===== config.mk =====
export PLATFORM = sky130hd
export DESIGN_NAME = smc_capid
export DESIGN_NICKNAME = d
export VERILOG_FILES = /design/src/smc_pkg.sv /design/src/smc_capid.sv
export VERILOG_INCLUDE_DIRS = /design/src
export SDC_FILE = /design/constraint.sdc
export NUM_CORES = 1
export LEC_CHECK = 0
export BUFFER_PORTS_ARGS = -buffer_cell sky130_fd_sc_hd__buf_2
export CAP_MARGIN = 20
export CORE_ASPECT_RATIO = 0.6
export CORE_MARGIN = 2
export CORE_UTILIZATION = 40
export CTS_CLUSTER_DIAMETER = 120
export DETAILED_ROUTE_END_ITERATION = 7
export PLACE_DENSITY = 0.83
export SETUP_SLACK_MARGIN = 0.5
export SYNTH_ARGS = -nofsm -noshare
export SYNTH_HDL_FRONTEND = slang
export SYNTH_SLANG_ARGS = --single-unit

===== constraint.sdc =====
create_clock -name MCLK_I -period 2.1 [get_ports MCLK_I]
set_clock_uncertainty 0.2 [all_clocks]
set_input_delay 0.315 -clock MCLK_I [delete_from_list [all_inputs] [get_ports MCLK_I]]
set_output_delay 0.315 -clock MCLK_I [all_outputs]
set_load 0.1 [all_outputs]

===== src/smc_consts.svh =====
// Purpose: constants for the capability id low-field register block
// Assumes: included by the block module and the bench
// Notes: offsets are byte addresses on the register bus
`ifndef SMC_CONSTS_SVH
`define SMC_CONSTS_SVH

// ============================================================
// register map
`define SMC_ADR_W 8
`define SMC_CAPID0_OFS 8'h00
`define SMC_SCFG1_OFS 8'h04
`define SMC_WORD_LSB 2

// ============================================================
// build configuration
`define SMC_IF_ACE_LITE 1'b0
`define SMC_BCAST_AXI 1'b0
`define SMC_BCAST_ACE 1'b1
`define SMC_SEC_EXT 1'b1
`define SMC_SID_BITS 4'h8
`define SMC_NUM_GROUPS 8'h10
`define SMC_ALLOC_RESET 8'h10

// ============================================================
// fields of secure_config_one
`define SMC_ALLOC_LSB 0
`define SMC_ALLOC_MSB 7
`define SMC_ALLOC_SEL 0

`define SMC_ZERO32 32'h0000_0000
`define SMC_ZERO16 16'h0000

`endif


===== src/smc_pkg.sv =====
// Purpose: types for the capability id low-field register block
// Assumes: smc_consts.svh provides the numeric constants
// Notes: capability_id_zero layout is held as a packed struct
`default_nettype none
package smc_pkg;

  // ============================================================
  // capability_id_zero layout
  typedef struct packed {
    logic [15:0] upper;
    logic coherent_walk;
    logic broadcast_tlb_maint_support;
    logic [3:0] stream_id_bit_count;
    logic rsvd8;
    logic [7:0] stream_group_count;
  } smc_capid0_t;

  // ============================================================
  // bus request carrier
  typedef struct packed {
    logic cyc;
    logic stb;
    logic we;
    logic [3:0] sel;
    logic [7:0] adr;
    logic [31:0] dat;
  } smc_wb_req_t;

endpackage
`default_nettype wire


===== src/smc_capid.sv =====
// Purpose: capability id low fields with a wishbone register slave
// Assumes: classic wishbone, one clock, synchronous active-high reset
// Notes: SECURE_I qualifies each access as secure or non-secure
//
// Design decisions made here: register access over Wishbone and the register offsets.
`timescale 1ns/100ps
`default_nettype none
`include "smc_consts.svh"

// Operation
// - Bit 14 follows the coherent-walk tie-off input directly.
// - Bit 13 reads 0 for an AXI3/AXI4 build and 1 for an ACE-Lite build.
// - Bits 12 to 9 give the configured stream id width, range 0 to 15.
// - Bits 7 to 0 give the configured number of stream mapping groups.
// - With security extensions a non-secure read of the group count gives the non-secure alloc.
// - Non-secure reads see counts without the secure-reserved groups.
module smc_capid (
  input wire logic MCLK_I, // 200 MHz clock
  input wire logic RST_I, // synchronous reset
  input wire smc_pkg::smc_wb_req_t WB_I, // bus request group
  input wire logic SECURE_I, // access is secure
  input wire logic CFG_COH_WALK_I, // coherent walk tie-off
  output logic [31:0] DAT_O, // read data
  output logic ACK_O // bus acknowledge
);
  import smc_pkg::*;

  // ============================================================
  // decode
  logic req;
  logic hit_id;
  logic hit_scfg;
  logic [7:0] alloc_q;
  logic [7:0] alloc_d;
  logic ack_q;
  logic [31:0] dat_q;
  logic rd_take;
  logic wr_take;
  smc_capid0_t id_view;

  // word compare, byte lanes ignored
  function automatic logic adr_is(input logic [7:0] a, input logic [7:0] o);
    adr_is = (a[`SMC_ADR_W-1:`SMC_WORD_LSB] ==
              o[`SMC_ADR_W-1:`SMC_WORD_LSB]);
  endfunction

  // counts beyond the implemented groups are cut back
  function automatic logic [7:0] clamp_alloc(input logic [7:0] v);
    if (v > `SMC_NUM_GROUPS) begin
      clamp_alloc = `SMC_NUM_GROUPS;
    end else begin
      clamp_alloc = v;
    end
  endfunction

  assign req = WB_I.cyc & WB_I.stb & ~ack_q;
  assign hit_id = adr_is(WB_I.adr, `SMC_CAPID0_OFS);
  assign hit_scfg = adr_is(WB_I.adr, `SMC_SCFG1_OFS);
  assign rd_take = req & ~WB_I.we;
  assign wr_take = req & WB_I.we;

  // ============================================================
  // secure_config_one alloc field, secure writes only, clamped
  always_comb begin
    alloc_d = alloc_q;
    if (req && WB_I.we && hit_scfg && SECURE_I &&
        WB_I.sel[`SMC_ALLOC_SEL]) begin
      alloc_d = clamp_alloc(
        WB_I.dat[`SMC_ALLOC_MSB:`SMC_ALLOC_LSB]);
    end
  end

  always_ff @(posedge MCLK_I) begin
    if (RST_I) begin
      alloc_q <= `SMC_ALLOC_RESET;
    end else begin
      alloc_q <= alloc_d;
    end
  end

  // ============================================================
  // capability_id_zero view for this access
  always_comb begin
    id_view = '0;
    id_view.upper = `SMC_ZERO16;
    id_view.coherent_walk = CFG_COH_WALK_I;
    id_view.broadcast_tlb_maint_support =
      `SMC_IF_ACE_LITE ? `SMC_BCAST_ACE : `SMC_BCAST_AXI;
    id_view.stream_id_bit_count = `SMC_SID_BITS;
    id_view.rsvd8 = 1'b0;
    id_view.stream_group_count = `SMC_NUM_GROUPS;
    if (`SMC_SEC_EXT && !SECURE_I) begin
      id_view.stream_group_count = alloc_q;
    end
  end

  // ============================================================
  // bus answer: ack one cycle after request, unmapped reads zero
  always_ff @(posedge MCLK_I) begin
    if (RST_I) begin
      ack_q <= 1'b0;
    end else begin
      ack_q <= req;
    end
  end

  always_ff @(posedge MCLK_I) begin
    if (RST_I) begin
      dat_q <= `SMC_ZERO32;
    end else if (rd_take) begin
      if (hit_id) begin
        dat_q <= id_view;
      end else if (hit_scfg && SECURE_I) begin
        dat_q <= {24'h00_0000, alloc_q};
      end else begin
        dat_q <= `SMC_ZERO32;
      end
    end
  end

  assign DAT_O = dat_q;
  assign ACK_O = ack_q;
endmodule
`default_nettype wire


==> results.toml <==
[outcome]
status = "completed"

[global_routing]
antenna_found_initial = 0
grt_max_degree = 26
track_usage_pct = 13.9
grt-ovfl-total = 0
grt_pass1_wl_microns = 3110
grt_pass1_vias = 686

[drt]
ant_nets = 0
wl_microns = 1970
drt_iter0_markers = 19
viasPerCell = 4.84
drc_errors = 0
first_pass_iters = 4
wire_per_inst_microns = 11.7
vias = 813

[yosys]
synth_edf_count = 0
synth_ff_type = "dfxtp_1"
syn-cell-area_sq_um = 1010
yosysTopAreaCell = "dfxtp_1"
ys_warn_count = 0
synth_cell_types = 29
synthMuxAreaShare_pct = 4.94
synth.top_cell.area_share_pct = 37.6
yosys.area_share.adder_pct = 0
synth-compound-area-share_pct = 7.91
seq_area_frac_synth_pct = 37.6
synth-simple-area-share_pct = 28.9
synth_xor_xnor_area_share_pct = 0.865
synthArstFlopShare_pct = 0
yosysMostFrequentCell = "buf_4"
synth.area.top_cells = "dfxtp_1 38%, buf_4 16%, nand3b_1 13%, mux2i_1 4.9%, o31ai_1 3.0%"
yosys-top-cells-count = "22 x buf_4, 19 x dfxtp_1, 17 x nand3b_1"
synth.avg_cell_area_sq_um = 9.73
synth_top_family_by_area = "simple AND/OR/NAND/NOR gates"
synthCells = 104
synth-seq-cells = 19

[floorplan]
rows = 14
start_util_pct = 41.3
core_area_sq_um = 2450
dieArea_sq_um = 2960
die_h_microns = 43.0
ios = 84
die_w_microns = 68.9

[setup_path]
cp-end-kind = "output pin"
r2r_slack_ps = 670
critPathSlowestCell = "buf_2"
path_cells = "buf_2"
crit_cells = 1
crit_type = "flop to output pin"
path_buf_inv = 1
path_max_fanout = 2
worstPathRequired_ps = 1580
critPathLaunchType = "flop"
cpPeakStageDelay_ps = 430
ff2ff_path_depth = 3
crit_arrival_ps = 1020
path_delay_family = "buffers and inverters"

[pwr]
power_density_nw_per_um2 = 724
leakage_nw = 0.498
peakVddDrop_mv = 0.485

[clocking]
clkLatencyLatePin_ps = 250
root_buffer = "clkbuf_8"
cts-htree-levels = 1
cts_tree = "done"
cts_buffers = 3
cts_buffer_depth = 2
clock_sinks = 19
clk_pin_slew_worst_paths_ps = 60

[place]
dpl_worst_slack_ps = 416
post-dp-hpwl_microns = 1540
gp_congestion = 0.688
port_buffers = 32

[job]
maxCapViolCount = 0

[final_layout]
antennaDiodeCount = 0
nets = 188
drive_above_1_share_pct = 31.6
postLayoutCoreUtil_pct = 47.2
area_growth_pct = 14.3

[timing]
final.setup.tns_ps = 0
final-hold-violation-count = 0
period_minus_slack_ps = 1530
setup_viol = 0
finalMaxSlewViolations = 0
rsz0062_at_grt = "no"
max_freq_ghz = 0.652
layout_worst_path_cycle_share_pct = 73.0
fin_ws_ps = 567

[hold_path]
holdPathStages = 3
holdCritPathClass = "input port to flop"
==> through the flow <==
stage | instance area, sq um | hold slack, ps | power [mW] | std cells
global placement | 1110 | 240 | 0.599 | 164
finish | 1160 | 110 | 0.838 | 168
CTS | 1160 | 108 | 0.844 | 168
global route | 1160 | 105 | 0.868 | 168
detailed placement | 1110 | 245 | 0.602 | 164
floorplan | 1090 | 216 | 0.603 | 125
==> layer usage <==
layer  track usage, %  share of wire [%]  vias to the layer above
met4                0                  0                        0
met1             16.4                 39                      380
met2             24.8                 50                       42
met5                0                  0                        -
li1                 -                  -                      391
met3             6.10                 11                        0
==> where the power goes <==
part	leakage, nW	switching, mW	internal, mW	total [mW]
Sequential	0.154	0.000699	0.361	0.362
Clock	0.0228	0.108	0.134	0.243
Combinational	0.322	0.205	0.0279	0.233
Total	0.498	0.314	0.524	0.838
==> cell families after synthesis <==
group                     count (synthesis)
and+or+nand+nor                          39
other                                     1
buffers and inverters                    28
AOI/OAI and AO/OA                        11
DFF                                      19
xor gates and xnor gates                  1
muxes                                     5
==> cells in the final DEF, fill, tap and decap left out <==
cell type	n
nor4_2	1
and4_1	1
o41ai_2	1
buf_2	32
o41ai_1	1
nand4_1	1
dfxtp_2	1
xnor2_1	1
mux2i_1	5
nand4bb_1	1
clkbuf_8	3
nand3_2	1
and4b_2	1
nor3b_1	3
clkbuf_1	1
nand3_1	1
o21ai_0	3
a21oi_1	2
nor2_1	4
inv_1	2
and4bb_2	1
buf_4	1
dfxtp_1	18
o31ai_1	4
nand3b_1	17
conb_1	22
nor3_4	1
nand2b_1	4
nand2_1	1
nor2b_1	1
==> worst paths after layout <==
path	startpoint	end
worst max-delay path	DAT_O[7]$_SDFFE_PP0P_	DAT_O[7]
worst min-delay path	CFG_COH_WALK_I	DAT_O[14]$_SDFFE_PP0P_
worst max register to register	ACK_O$_SDFF_PP0_	alloc_q[2]$_SDFFE_PP0P_
worst min register to register	DAT_O[12]$_SDFFE_PP0P_	DAT_O[12]$_SDFFE_PP0P_
==> final cells by class <==
cell class / instances / area (sq um)
fillers: 241 / 1290
inverters: 2 / 7.51
clock buffers: 4 / 45.0
repair buffers: 33 / 168
multi-input cells: 78 / 515
flip-flops and latches: 19 / 382
well taps: 32 / 40.0
==> registers in the layout, indices dropped and copies added (netlist names) <==
register	cells
DAT_O	10
alloc_q	8
ACK_O	1
==> timing repair <==
action                     in CTS  in global routing
setup endpoints to repair       0                  4
hold buffers                    0                  0
gates resized for setup         0                  1
buffers inserted                0                  0
hold endpoints to repair        0                  0
Note: power is estimated with default switching activity, not from simulation.
